===== config.mk =====
export PLATFORM = sky130hd
export DESIGN_NAME = emi_ctrl
export DESIGN_NICKNAME = d
export VERILOG_FILES = /design/src/hw/emi_pkg.sv /design/src/hw/emi_addr_gen.sv /design/src/hw/emi_phase_timer.sv /design/src/hw/emi_ctrl.sv
export SDC_FILE = /design/constraint.sdc
export NUM_CORES = 1
export LEC_CHECK = 0
export ABC_AREA = 1
export BUFFER_PORTS_ARGS = -buffer_cell sky130_fd_sc_hd__buf_2
export CELL_PAD_IN_SITES_DETAIL_PLACEMENT = 0
export CELL_PAD_IN_SITES_GLOBAL_PLACEMENT = 1
export CORE_ASPECT_RATIO = 1.25
export CORE_UTILIZATION = 40
export CTS_CLUSTER_DIAMETER = 120
export DETAILED_ROUTE_END_ITERATION = 10
export GPL_ROUTABILITY_DRIVEN = 1
export PLACE_DENSITY = 0.81
export SYNTH_ARGS = -nofsm -noshare
export SYNTH_HDL_FRONTEND = slang
export SYNTH_SLANG_ARGS = --single-unit

===== constraint.sdc =====
create_clock -name clk -period 4.3 [get_ports clk]
set_input_delay 0.86 -clock clk [delete_from_list [all_inputs] [get_ports clk]]
set_output_delay 0.86 -clock clk [all_outputs]
set_load 0.05 [all_outputs]

===== src/hw/emi_pkg.sv =====
// Purpose: shared constants for the external data memory interface
// Assumes: 8-bit special-function-register port, one system clock
// Notes:   offsets, fields, reset values and timing counts live here only
package emi_pkg;

	////////////////////////////////////////////////////////////////////////////////
	// register offsets on the special-function-register port
	localparam logic [7:0] PAGE_OFS = 8'h00_aa;
	localparam logic [7:0] CFG_OFS  = 8'h00_ab;
	localparam logic [7:0] DPL_OFS  = 8'h00_82;
	localparam logic [7:0] DPH_OFS  = 8'h00_83;

	// reset values
	localparam logic [7:0] PAGE_RST = 8'h00_00;
	localparam logic [4:0] CFG_RST  = 5'h0_03;
	localparam logic [7:0] DP_RST   = 8'h00_00;

	// configuration fields
	localparam int CFG_BUS_STYLE_BIT = 4;
	localparam int CFG_MODE_LSB      = 2;
	localparam int CFG_ALE_LSB       = 0;
	localparam int CFG_WIDTH         = 5;

	// memory-mode field encodings
	localparam logic [1:0] MODE_INTERNAL  = 2'h0;
	localparam logic [1:0] MODE_SPLIT_NB  = 2'h1;
	localparam logic [1:0] MODE_SPLIT_BS  = 2'h2;
	localparam logic [1:0] MODE_EXTERNAL  = 2'h3;

	// on-chip space: 8 kB, so 13 address bits
	localparam int RAM_AW = 13;

	// pin positions of the strobes on port 3
	localparam int PIN_ALE = 5;
	localparam int PIN_RD  = 6;
	localparam int PIN_WR  = 7;

	// timing counts in system clock cycles
	localparam logic [2:0] SETUP_CYC  = 3'h1;
	localparam logic [2:0] STROBE_CYC = 3'h1;
	localparam logic [2:0] HOLD_CYC   = 3'h1;

	// sequencer states, one-hot
	typedef enum logic [7:0] {
		ST_IDLE   = 8'b0000_0001,
		ST_RAM    = 8'b0000_0010,
		ST_SETUP  = 8'b0000_0100,
		ST_ALE_HI = 8'b0000_1000,
		ST_ALE_LO = 8'b0001_0000,
		ST_STROBE = 8'b0010_0000,
		ST_HOLD   = 8'b0100_0000,
		ST_DONE   = 8'b1000_0000
	} emi_state_e;

endpackage


===== src/hw/emi_addr_gen.sv =====
// Purpose: effective address and on-chip or off-chip routing of one move
// Assumes: purely combinational, sampled by the sequencer at request time
// Notes:   wrap into on-chip space simply drops the upper address bits
module emi_addr_gen (
	// access description
	input  wire logic [1:0]               mode,
	input  wire logic                     wide,
	input  wire logic [7:0]               page,
	input  wire logic [15:0]              data_pointer,
	input  wire logic [7:0]               index,
	// results
	output logic      [15:0]              eff_addr,
	output logic                          on_chip,
	output logic                          drive_high,
	output logic      [emi_pkg::RAM_AW-1:0] ram_addr
);
	logic below_boundary;

	// 16-bit form uses the pointer, 8-bit form joins page and index
	assign eff_addr = wide ? data_pointer : {page, index};
	assign below_boundary = (eff_addr[15:emi_pkg::RAM_AW] == '0);
	// mode 00 always on-chip, 11 never, split modes cut at 8 kB
	assign on_chip = (mode == emi_pkg::MODE_INTERNAL) ||
		(((mode == emi_pkg::MODE_SPLIT_NB) || (mode == emi_pkg::MODE_SPLIT_BS))
			&& below_boundary);
	// upper byte left to the port latches for 8-bit moves except bank select
	assign drive_high = wide || (mode == emi_pkg::MODE_SPLIT_BS);
	assign ram_addr = eff_addr[emi_pkg::RAM_AW-1:0];
endmodule


===== src/hw/emi_phase_timer.sv =====
// Purpose: down counter that times each phase of an off-chip move
// Assumes: load value of at least one cycle
// Notes:   expired is high in the last cycle of the phase
module emi_phase_timer #(
	parameter int W = 3
) (
	// clock and reset
	input  wire logic         clk,
	input  wire logic         arst_n,
	// control
	input  wire logic         load,
	input  wire logic [W-1:0] load_val,
	// status
	output logic              expired
);
	logic [W-1:0] cnt_q;
	logic [W-1:0] cnt_d;

	// load holds cycles minus one, so a one-cycle phase expires at once
	assign cnt_d = load ? W'(load_val - W'(1)) : ((cnt_q != '0) ? W'(cnt_q - W'(1)) : cnt_q);
	assign expired = (cnt_q == '0);

	always_ff @(posedge clk or negedge arst_n) begin
		if (!arst_n) begin
			cnt_q <= '0;
		end else begin
			cnt_q <= cnt_d;
		end
	end
endmodule


===== src/hw/emi_ctrl.sv =====
// Purpose: external data space controller: registers, routing, pin sequencing
// Assumes: core issues one move at a time and waits for mx_done
// Notes:   on-chip RAM sits outside, read data valid one cycle after ram_en
module emi_ctrl (
	// clock and reset
	input  wire logic                       clk,
	input  wire logic                       arst_n,
	// special-function-register port
	input  wire logic [7:0]                 sfr_addr,
	input  wire logic                       sfr_wr,
	input  wire logic [7:0]                 sfr_wdata,
	output logic      [7:0]                 sfr_rdata,
	// move request from the core
	input  wire logic                       mx_req,
	input  wire logic                       mx_wide,
	input  wire logic                       mx_write,
	input  wire logic [7:0]                 mx_index,
	input  wire logic [7:0]                 mx_wdata,
	output logic                            mx_done,
	output logic      [7:0]                 mx_rdata,
	// on-chip RAM
	output logic                            ram_en,
	output logic                            ram_we,
	output logic      [emi_pkg::RAM_AW-1:0] ram_addr,
	output logic      [7:0]                 ram_wdata,
	input  wire logic [7:0]                 ram_rdata,
	// port latch values and pad inputs
	input  wire logic [7:0]                 p3_latch,
	input  wire logic [7:0]                 p4_latch,
	input  wire logic [7:0]                 p5_latch,
	input  wire logic [7:0]                 p6_latch,
	input  wire logic [7:0]                 p6_in,
	// pin drive: value, low-active enable, and claim mask
	output logic      [7:0]                 p3_out,
	output logic      [7:0]                 p3_oe_n,
	output logic      [7:0]                 p3_own,
	output logic      [7:0]                 p4_out,
	output logic      [7:0]                 p4_oe_n,
	output logic      [7:0]                 p4_own,
	output logic      [7:0]                 p5_out,
	output logic      [7:0]                 p5_oe_n,
	output logic      [7:0]                 p5_own,
	output logic      [7:0]                 p6_out,
	output logic      [7:0]                 p6_oe_n,
	output logic      [7:0]                 p6_own
);

	////////////////////////////////////////////////////////////////////////////////
	// registers
	logic [7:0]                    page_q;
	logic [emi_pkg::CFG_WIDTH-1:0] cfg_q;
	logic [7:0]                    dpl_q;
	logic [7:0]                    dph_q;
	logic [7:0]                    sfr_rdata_q;

	// decode of the register port
	wire wr_page = sfr_wr && (sfr_addr == emi_pkg::PAGE_OFS);
	wire wr_cfg  = sfr_wr && (sfr_addr == emi_pkg::CFG_OFS);
	wire wr_dpl  = sfr_wr && (sfr_addr == emi_pkg::DPL_OFS);
	wire wr_dph  = sfr_wr && (sfr_addr == emi_pkg::DPH_OFS);

	wire [1:0] cfg_mode = cfg_q[emi_pkg::CFG_MODE_LSB +: 2];
	wire [1:0] cfg_ale  = cfg_q[emi_pkg::CFG_ALE_LSB +: 2];
	wire       cfg_sep  = cfg_q[emi_pkg::CFG_BUS_STYLE_BIT];

	// read mux; unmapped offsets read zero, upper config bits always zero
	logic [7:0] sfr_rdata_d;
	assign sfr_rdata_d =
		(sfr_addr == emi_pkg::PAGE_OFS) ? page_q :
		(sfr_addr == emi_pkg::CFG_OFS)  ? {3'h0, cfg_q} :
		(sfr_addr == emi_pkg::DPL_OFS)  ? dpl_q :
		(sfr_addr == emi_pkg::DPH_OFS)  ? dph_q : 8'h00_00;

	// register writes; bits 7:5 of a config write are dropped
	always_ff @(posedge clk or negedge arst_n) begin
		if (!arst_n) begin
			page_q      <= emi_pkg::PAGE_RST;
			cfg_q       <= emi_pkg::CFG_RST;
			dpl_q       <= emi_pkg::DP_RST;
			dph_q       <= emi_pkg::DP_RST;
			sfr_rdata_q <= 8'h00_00;
		end else begin
			if (wr_page) page_q <= sfr_wdata;
			if (wr_cfg) cfg_q <= sfr_wdata[emi_pkg::CFG_WIDTH-1:0];
			if (wr_dpl) dpl_q <= sfr_wdata;
			if (wr_dph) dph_q <= sfr_wdata;
			sfr_rdata_q <= sfr_rdata_d;
		end
	end
	assign sfr_rdata = sfr_rdata_q;

	////////////////////////////////////////////////////////////////////////////////
	// address generation
	logic [15:0]                eff_addr;
	logic                       on_chip;
	logic                       drive_high;
	logic [emi_pkg::RAM_AW-1:0] ram_addr_w;

	emi_addr_gen u_addr (
		.mode       (cfg_mode),
		.wide       (mx_wide),
		.page       (page_q),
		.data_pointer       ({dph_q, dpl_q}),
		.index      (mx_index),
		.eff_addr   (eff_addr),
		.on_chip    (on_chip),
		.drive_high (drive_high),
		.ram_addr   (ram_addr_w)
	);

	////////////////////////////////////////////////////////////////////////////////
	// per-move capture; config is frozen so a mid-move write cannot tear it
	emi_pkg::emi_state_e state_q;
	emi_pkg::emi_state_e state_d;
	logic [15:0] addr_q;
	logic        write_q;
	logic        sep_q;
	logic        hi_q;
	logic [1:0]  ale_q;
	logic [7:0]  wdata_q;
	logic [7:0]  rbuf_q;
	logic        from_ram_q;

	wire start = (state_q == emi_pkg::ST_IDLE) && mx_req;

	always_ff @(posedge clk or negedge arst_n) begin
		if (!arst_n) begin
			addr_q     <= 16'h0000;
			write_q    <= 1'b0;
			sep_q      <= 1'b0;
			hi_q       <= 1'b0;
			ale_q      <= 2'h0;
			wdata_q    <= 8'h00_00;
			from_ram_q <= 1'b0;
		end else if (start) begin
			addr_q     <= eff_addr;
			write_q    <= mx_write;
			sep_q      <= cfg_sep;
			hi_q       <= drive_high;
			ale_q      <= cfg_ale;
			wdata_q    <= mx_wdata;
			from_ram_q <= on_chip;
		end
	end

	////////////////////////////////////////////////////////////////////////////////
	// phase timer
	logic       tmr_load;
	logic [2:0] tmr_val;
	logic       tmr_exp;
	wire  [2:0] ale_cyc = {1'b0, ale_q} + 3'h1;

	emi_phase_timer #(.W(3)) u_tmr (
		.clk      (clk),
		.arst_n   (arst_n),
		.load     (tmr_load),
		.load_val (tmr_val),
		.expired  (tmr_exp)
	);

	// sequencer: mux goes ale high, ale low, strobe; separate goes setup, strobe
	always_comb begin
		state_d  = state_q;
		tmr_load = 1'b0;
		tmr_val  = emi_pkg::SETUP_CYC;
		case (state_q)
			emi_pkg::ST_IDLE: begin
				if (mx_req && on_chip) begin
					state_d = emi_pkg::ST_RAM;
				end else if (mx_req && cfg_sep) begin
					state_d  = emi_pkg::ST_SETUP;
					tmr_load = 1'b1;
				end else if (mx_req) begin
					state_d  = emi_pkg::ST_ALE_HI;
					tmr_load = 1'b1;
					tmr_val  = {1'b0, cfg_ale} + 3'h1;
				end
			end
			emi_pkg::ST_RAM: state_d = emi_pkg::ST_DONE;
			emi_pkg::ST_SETUP: begin
				if (tmr_exp) begin
					state_d  = emi_pkg::ST_STROBE;
					tmr_load = 1'b1;
					tmr_val  = emi_pkg::STROBE_CYC;
				end
			end
			emi_pkg::ST_ALE_HI: begin
				if (tmr_exp) begin
					state_d  = emi_pkg::ST_ALE_LO;
					tmr_load = 1'b1;
					tmr_val  = ale_cyc;
				end
			end
			emi_pkg::ST_ALE_LO: begin
				if (tmr_exp) begin
					state_d  = emi_pkg::ST_STROBE;
					tmr_load = 1'b1;
					tmr_val  = emi_pkg::STROBE_CYC;
				end
			end
			emi_pkg::ST_STROBE: begin
				if (tmr_exp) begin
					state_d  = emi_pkg::ST_HOLD;
					tmr_load = 1'b1;
					tmr_val  = emi_pkg::HOLD_CYC;
				end
			end
			emi_pkg::ST_HOLD: if (tmr_exp) state_d = emi_pkg::ST_DONE;
			default: state_d = emi_pkg::ST_IDLE;
		endcase
	end

	always_ff @(posedge clk or negedge arst_n) begin
		if (!arst_n) begin
			state_q <= emi_pkg::ST_IDLE;
		end else begin
			state_q <= state_d;
		end
	end

	////////////////////////////////////////////////////////////////////////////////
	// read data: pads sampled on the last strobe cycle, RAM in the done cycle
	logic [7:0] rdata_q;
	logic       done_q;
	wire        in_done = (state_q == emi_pkg::ST_DONE);

	always_ff @(posedge clk or negedge arst_n) begin
		if (!arst_n) begin
			rbuf_q  <= 8'h00_00;
			rdata_q <= 8'h00_00;
			done_q  <= 1'b0;
		end else begin
			if ((state_q == emi_pkg::ST_STROBE) && tmr_exp) rbuf_q <= p6_in;
			if (in_done && !write_q) rdata_q <= from_ram_q ? ram_rdata : rbuf_q;
			done_q <= in_done;
		end
	end
	assign mx_done  = done_q;
	assign mx_rdata = rdata_q;

	// on-chip RAM strobes, registered from the next state
	logic                       ram_en_q;
	logic                       ram_we_q;
	logic [emi_pkg::RAM_AW-1:0] ram_addr_q;
	logic [7:0]                 ram_wdata_q;

	always_ff @(posedge clk or negedge arst_n) begin
		if (!arst_n) begin
			ram_en_q    <= 1'b0;
			ram_we_q    <= 1'b0;
			ram_addr_q  <= '0;
			ram_wdata_q <= 8'h00_00;
		end else begin
			ram_en_q    <= start && on_chip;
			ram_we_q    <= start && on_chip && mx_write;
			if (start) ram_addr_q <= ram_addr_w;
			if (start) ram_wdata_q <= mx_wdata;
		end
	end
	assign ram_en    = ram_en_q;
	assign ram_we    = ram_we_q;
	assign ram_addr  = ram_addr_q;
	assign ram_wdata = ram_wdata_q;

	////////////////////////////////////////////////////////////////////////////////
	// pin drive computed from the next state; the output mode stays with the ports
	wire nx_ext    = !(state_d inside {emi_pkg::ST_IDLE, emi_pkg::ST_RAM,
		emi_pkg::ST_DONE});
	wire nx_ale    = (state_d == emi_pkg::ST_ALE_HI);
	wire nx_adr    = (state_d == emi_pkg::ST_ALE_HI) || (state_d == emi_pkg::ST_ALE_LO);
	wire nx_stb    = (state_d == emi_pkg::ST_STROBE);
	wire [15:0] ad = start ? eff_addr : addr_q;
	wire sep       = start ? cfg_sep : sep_q;
	wire hi        = start ? drive_high : hi_q;
	wire wr        = start ? mx_write : write_q;
	wire [7:0] wd  = start ? mx_wdata : wdata_q;

	// port 3: strobes, ale only in mux mode
	wire [7:0] p3_own_d = nx_ext ? {2'b11, !sep, 5'h00} : 8'h00;
	wire [7:0] p3_val_d = {!(nx_stb && wr), !(nx_stb && !wr), nx_ale, 5'h00};
	// port 6: low address in mux address phase, else data; read floats
	wire       p6_adr   = !sep && nx_adr;
	wire [7:0] p6_own_d = nx_ext ? 8'hff : 8'h00;
	wire [7:0] p6_val_d = p6_adr ? ad[7:0] : wd;
	wire       p6_drv   = p6_adr || wr;
	// port 5: high address in mux, low address when separate
	wire [7:0] p5_own_d = (nx_ext && (sep || hi)) ? 8'hff : 8'h00;
	wire [7:0] p5_val_d = sep ? ad[7:0] : ad[15:8];
	// port 4: high address only when separate
	wire [7:0] p4_own_d = (nx_ext && sep && hi) ? 8'hff : 8'h00;

	// unclaimed pins echo the latch with the driver off so ports take over
	logic [7:0] p3_out_q, p4_out_q, p5_out_q, p6_out_q;
	logic [7:0] p3_oe_q, p4_oe_q, p5_oe_q, p6_oe_q;
	logic [7:0] p3_own_q, p4_own_q, p5_own_q, p6_own_q;

	always_ff @(posedge clk or negedge arst_n) begin
		if (!arst_n) begin
			{p3_out_q, p4_out_q, p5_out_q, p6_out_q} <= 32'hffff_ffff;
			{p3_oe_q, p4_oe_q, p5_oe_q, p6_oe_q}     <= 32'hffff_ffff;
			{p3_own_q, p4_own_q, p5_own_q, p6_own_q} <= 32'h0000_0000;
		end else begin
			p3_out_q <= (p3_own_d & p3_val_d) | (~p3_own_d & p3_latch);
			p4_out_q <= (p4_own_d & ad[15:8]) | (~p4_own_d & p4_latch);
			p5_out_q <= (p5_own_d & p5_val_d) | (~p5_own_d & p5_latch);
			p6_out_q <= (p6_own_d & p6_val_d) | (~p6_own_d & p6_latch);
			p3_oe_q  <= ~p3_own_d;
			p4_oe_q  <= ~p4_own_d;
			p5_oe_q  <= ~p5_own_d;
			p6_oe_q  <= ~(p6_own_d & {8{p6_drv}});
			p3_own_q <= p3_own_d;
			p4_own_q <= p4_own_d;
			p5_own_q <= p5_own_d;
			p6_own_q <= p6_own_d;
		end
	end
	assign p3_out = p3_out_q;
	assign p4_out = p4_out_q;
	assign p5_out = p5_out_q;
	assign p6_out = p6_out_q;
	assign p3_oe_n = p3_oe_q;
	assign p4_oe_n = p4_oe_q;
	assign p5_oe_n = p5_oe_q;
	assign p6_oe_n = p6_oe_q;
	assign p3_own = p3_own_q;
	assign p4_own = p4_own_q;
	assign p5_own = p5_own_q;
	assign p6_own = p6_own_q;

	logic [2:0] ale_run;
	always_ff @(posedge clk or negedge arst_n) begin
		if (!arst_n) ale_run <= 3'h0;
		else ale_run <= p3_out_q[emi_pkg::PIN_ALE] && p3_own_q[emi_pkg::PIN_ALE] ?
			3'(ale_run + 3'h1) : 3'h0;
	end
endmodule


==> results.md <==
- The fill cell total of the finished layout is 1830.
- The total stage count of the critical path is 14.
- The number of instances in the synthesized netlist is 865.
- The endpoint of the worst hold-timing path is ram_addr[2].
- Grouping stages by cell kind, the critical path spends the most delay in simple AND/OR/NAND/NOR gates.
- The H-tree was split into 4 levels.
- 222 I/O pins were placed.
- The number of global-route vias before repair is 5613.
- For this configuration, the core starts out at a cell density of 41.2%.
- The path class of the tightest hold or removal check is reg -> reg.
- The final reports fail on DRC.
- The most common cell after layout, fill and taps aside is nand2_1.
- The final routed wirelength across all metal layers is 18.3 mm.
- The final critical path takes up 63.3% of the cycle.
- The classification of the worst setup path is reg -> reg.
- Using the TritonRoute via totals, the vias-per-cell ratio works out to 4.59.
- The max-cap check violation count is 0.
- Buffers inserted to repair hold after CTS numbered 0.
- The worst setup path is launched from a flop.
- The number of antenna violations at the first check in global routing came to 0.
- For this run, the total global-route usage over all layers was measured as 19.7%.
- The overflow left after global routing is 0.
- The hold slack is 0.466 ns.
- At the worst endpoint, the arrival time is 3.09 ns.
- The number of setup buffers added after CTS is 0.
- The number of buffer cells added on primary ports is 211.
- The headroom to the max-slew limit is 38.3%.
- Along the worst path, the maximum fanout reaches 34.
- The post-route setup TNS is 0 ns.
- The most area-hungry cell type in the Yosys netlist is dfrtp_1.
- The endpoint of the most critical register-to-register path is p5_out[4].
- The maximum clock frequency is 0.367 GHz.
- The floorplan step set the die width to 125 µm.
- The worst-case vdd ir drop is 0.328 mV.
- The net count of the finished layout is 1119.
- The count of final setup violators is 0.
- Summed over all cells, the static leakage comes to 4.81 nW.
- The clock transition at the registers of the reported paths is 0.07 ns.
- The path depth of the worst reg2reg path is 14.
- On the critical path, the stage with the largest delay is an instance of dfstp_2.
- The worst setup skew after layout is 0.0107 ns.
- Once detailed placement completed, the half-perimeter wirelength came to 13.8 mm.
- No sink is reached through more buffers than the 2 on the longest clock path.
- The part of the Yosys area used for sequential elements is 53.4%.
- The count of clock tree sinks is 159.
- The maximum single-stage delay on the critical path is 0.51 ns.
- Counting I/O delays and the setup requirement, the final critical path takes 2.72 ns.
- The area growth from synthesis to layout is 19.4%.
- After clock tree synthesis, the repair step resized 0 gates.
- Traced cell by cell, the critical path runs through inv_1 -> nor2_2 -> nand2_4 -> nor2_8 -> inv_2 -> nor2_8 -> inv_2 -> nand2_2 -> nand2_4 -> nor2_4 -> inv_2 -> nand2_4 -> nand2_1 -> nand2_1.
- Yosys attributes the largest share of cell area to dfrtp_1 (39%), dfstp_2 (14%), nand2_1 (13%).
- The first global-routing pass estimated 29.4 mm of wire.
- The floorplan die area is 19400 µm².
- For the pin with the worst max-slew slack, the measured transition is 0.926 ns.
- Counting the buffers created by CTS gives 17.
- The pin count of the biggest net entering global routing is 101.
- The kind of capture point of the worst setup path is a flop.
- Summed over its instances, the top area cell type makes up 39.5% of the synthesized netlist area.
- Setup repair after global routing left no endpoint under its margin.
- For the worst setup path, the data required time is 4.67 ns.
- The antenna diode count is 0.
- The number of pins exceeding their max-slew limit in the final report was 0.
- The total iterations of the first detailed-routing run is 7.
- Counting instances, the worst hold path has a depth of 2.
- A synthesized cell averages 8.72 µm².
- The beginning of the worst register-to-register path is state_q[0].
- The buffer type at the clock tree root is clkbuf_16.
- The post-synthesis instance area is 7550 µm².
- The reg2reg setup slack is 1.58 ns.
- The number of routed nets with antenna violations is 0.
- The number of rows created at floorplan is 55.
- The share of post-route cells with drive strength above 1 is 33.8%.
- The height of the chip is 156 µm.
- The hold path startpoint is ram_addr[2].
- The wire length per cell is 14.4 µm.
- After detailed routing, the number of remaining DRC violations is 46.
- The final weighted congestion in routability-driven placement is 0.825.
- The count of warnings emitted by yosys is 0.
- For this design the ratio of total power to cell area is 769 nW/µm².
- The standard cell core area is 18300 µm².
- In this run, synthesis produced a sequential element count of 159.
- The library cells used most frequently in the layout, excluding fill and tap cells, are nand2_1 (268), buf_2 (210), dfrtp_1 (119).
- The distinct cell type count of the synthesized netlist is 41.
- The run finished, with violations left.
- TritonCTS built the clock tree.
- The number of hold violations in the final report is 0.
- The number of buffer and inverter instances along the worst setup path is 4.
- The overall via count from detail_route is 5820.
- The clock latency reported for the late side of the worst-skew pair is 0.43 ns.
- After the first detailed-routing iteration, the DRC count stood at 362.
==> worst reg2reg max path: cells and delay by family, from the launching register on <==
family	cells	cell delay [ns]
buffers and inverters	4	0.67
DFF	1	0.51
and+or+nand+nor	10	1.49
==> where the power goes <==
part           internal (mW)  total, mW  switching, mW
Combinational          0.679       3.15           2.47
Sequential              1.97       2.18          0.208
Clock                  0.991       1.60          0.607
Total                   3.64       6.93           3.29
==> synthesized netlist by cell type (all sizes together) <==
| master | number |
|---|---|
| o211ai | 3 |
| nand3 | 32 |
| ha | 5 |
| o31ai | 1 |
| o22ai | 1 |
| dfstp | 40 |
| nor3 | 4 |
| clkbuf | 8 |
| o21ai | 82 |
| dfrtp | 119 |
| buf | 69 |
| o21a | 1 |
| or2 | 2 |
| a21oi | 34 |
| nor2 | 60 |
| inv | 107 |
| nand2 | 290 |
| conb | 2 |
| a22oi | 2 |
| nand4 | 3 |
==> flip-flops by register name, summed over array words and instances, names as in the netlist, 2 cells and up <==
register     cells
p3_out           8
cfg_q            5
p6_out           8
addr_q          16
rbuf_q           8
u_tmr.cnt_q      3
p4_out           8
ram_wdata        8
ram_addr        13
ale_q            2
mx_rdata         8
page_q           8
state_q          8
p5_out           8
dph_q            8
p3_oe_n          2
dpl_q            8
sfr_rdata        8
wdata_q          8
==> metal layers <==
layer / wire (µm) / track usage [%] / up-vias
li1: - / - / 2948
met1: 8000 / 24.9 / 2658
met2: 8970 / 33.6 / 187
met3: 906 / 3.53 / 27
met4: 420 / 7.96 / 0
met5: 0 / 0 / -
==> worst max-delay path by stage <==
stage                    start             end  slack [ns]
detailed placement     mx_wide  u_tmr.cnt_q[1]        1.24
finish              state_q[0]       p5_out[4]        1.58
global route        state_q[0]       p5_out[4]        1.33
global placement       mx_wide  u_tmr.cnt_q[1]        1.32
CTS                 state_q[0]       p5_out[2]        1.53
floorplan              mx_wide  u_tmr.cnt_q[1]        1.86
==> through the flow <==
stage | instances | area [µm²] | utilization, % | power [mW] | setup slack, ns
final | 1269 | 9010 | 49.2 | 6.93 | 1.58
after global routing | 1269 | 9010 | 49.2 | 7.31 | 1.33
after CTS | 1269 | 9010 | 49.2 | 6.99 | 1.53
after detailed placement | 1237 | 8380 | 45.8 | 5.37 | 1.24
after global placement | 1237 | 8380 | 45.8 | 5.35 | 1.32
after floorplan | 873 | 7580 | - | 4.92 | 1.86
==> kinds of logic (layout without fill, tap and decap cells) <==
kind of cell | count (synthesis) | count (layout) | synth area share, %
other cells | 2 | 10 | 0.0995
buf+inv | 184 | 352 | 12.9
compound gates | 124 | 124 | 9.47
flops | 159 | 159 | 53.4
fa+ha+maj | 5 | 5 | 0.829
simple gates | 391 | 391 | 23.3
==> area by class of cell <==
type                    count  area [µm²]  area share (%)
flip-flops and latches    159        4030            44.7
clock buffers              20         447            4.96
inverters                 107         404            4.48
multi-input cells         530        2570            28.6
repair buffers            213        1090            12.1
well taps                 228         285            3.17
clock inverters            12         183            2.03
No activity file was read; power rests on OpenSTA's default activity.
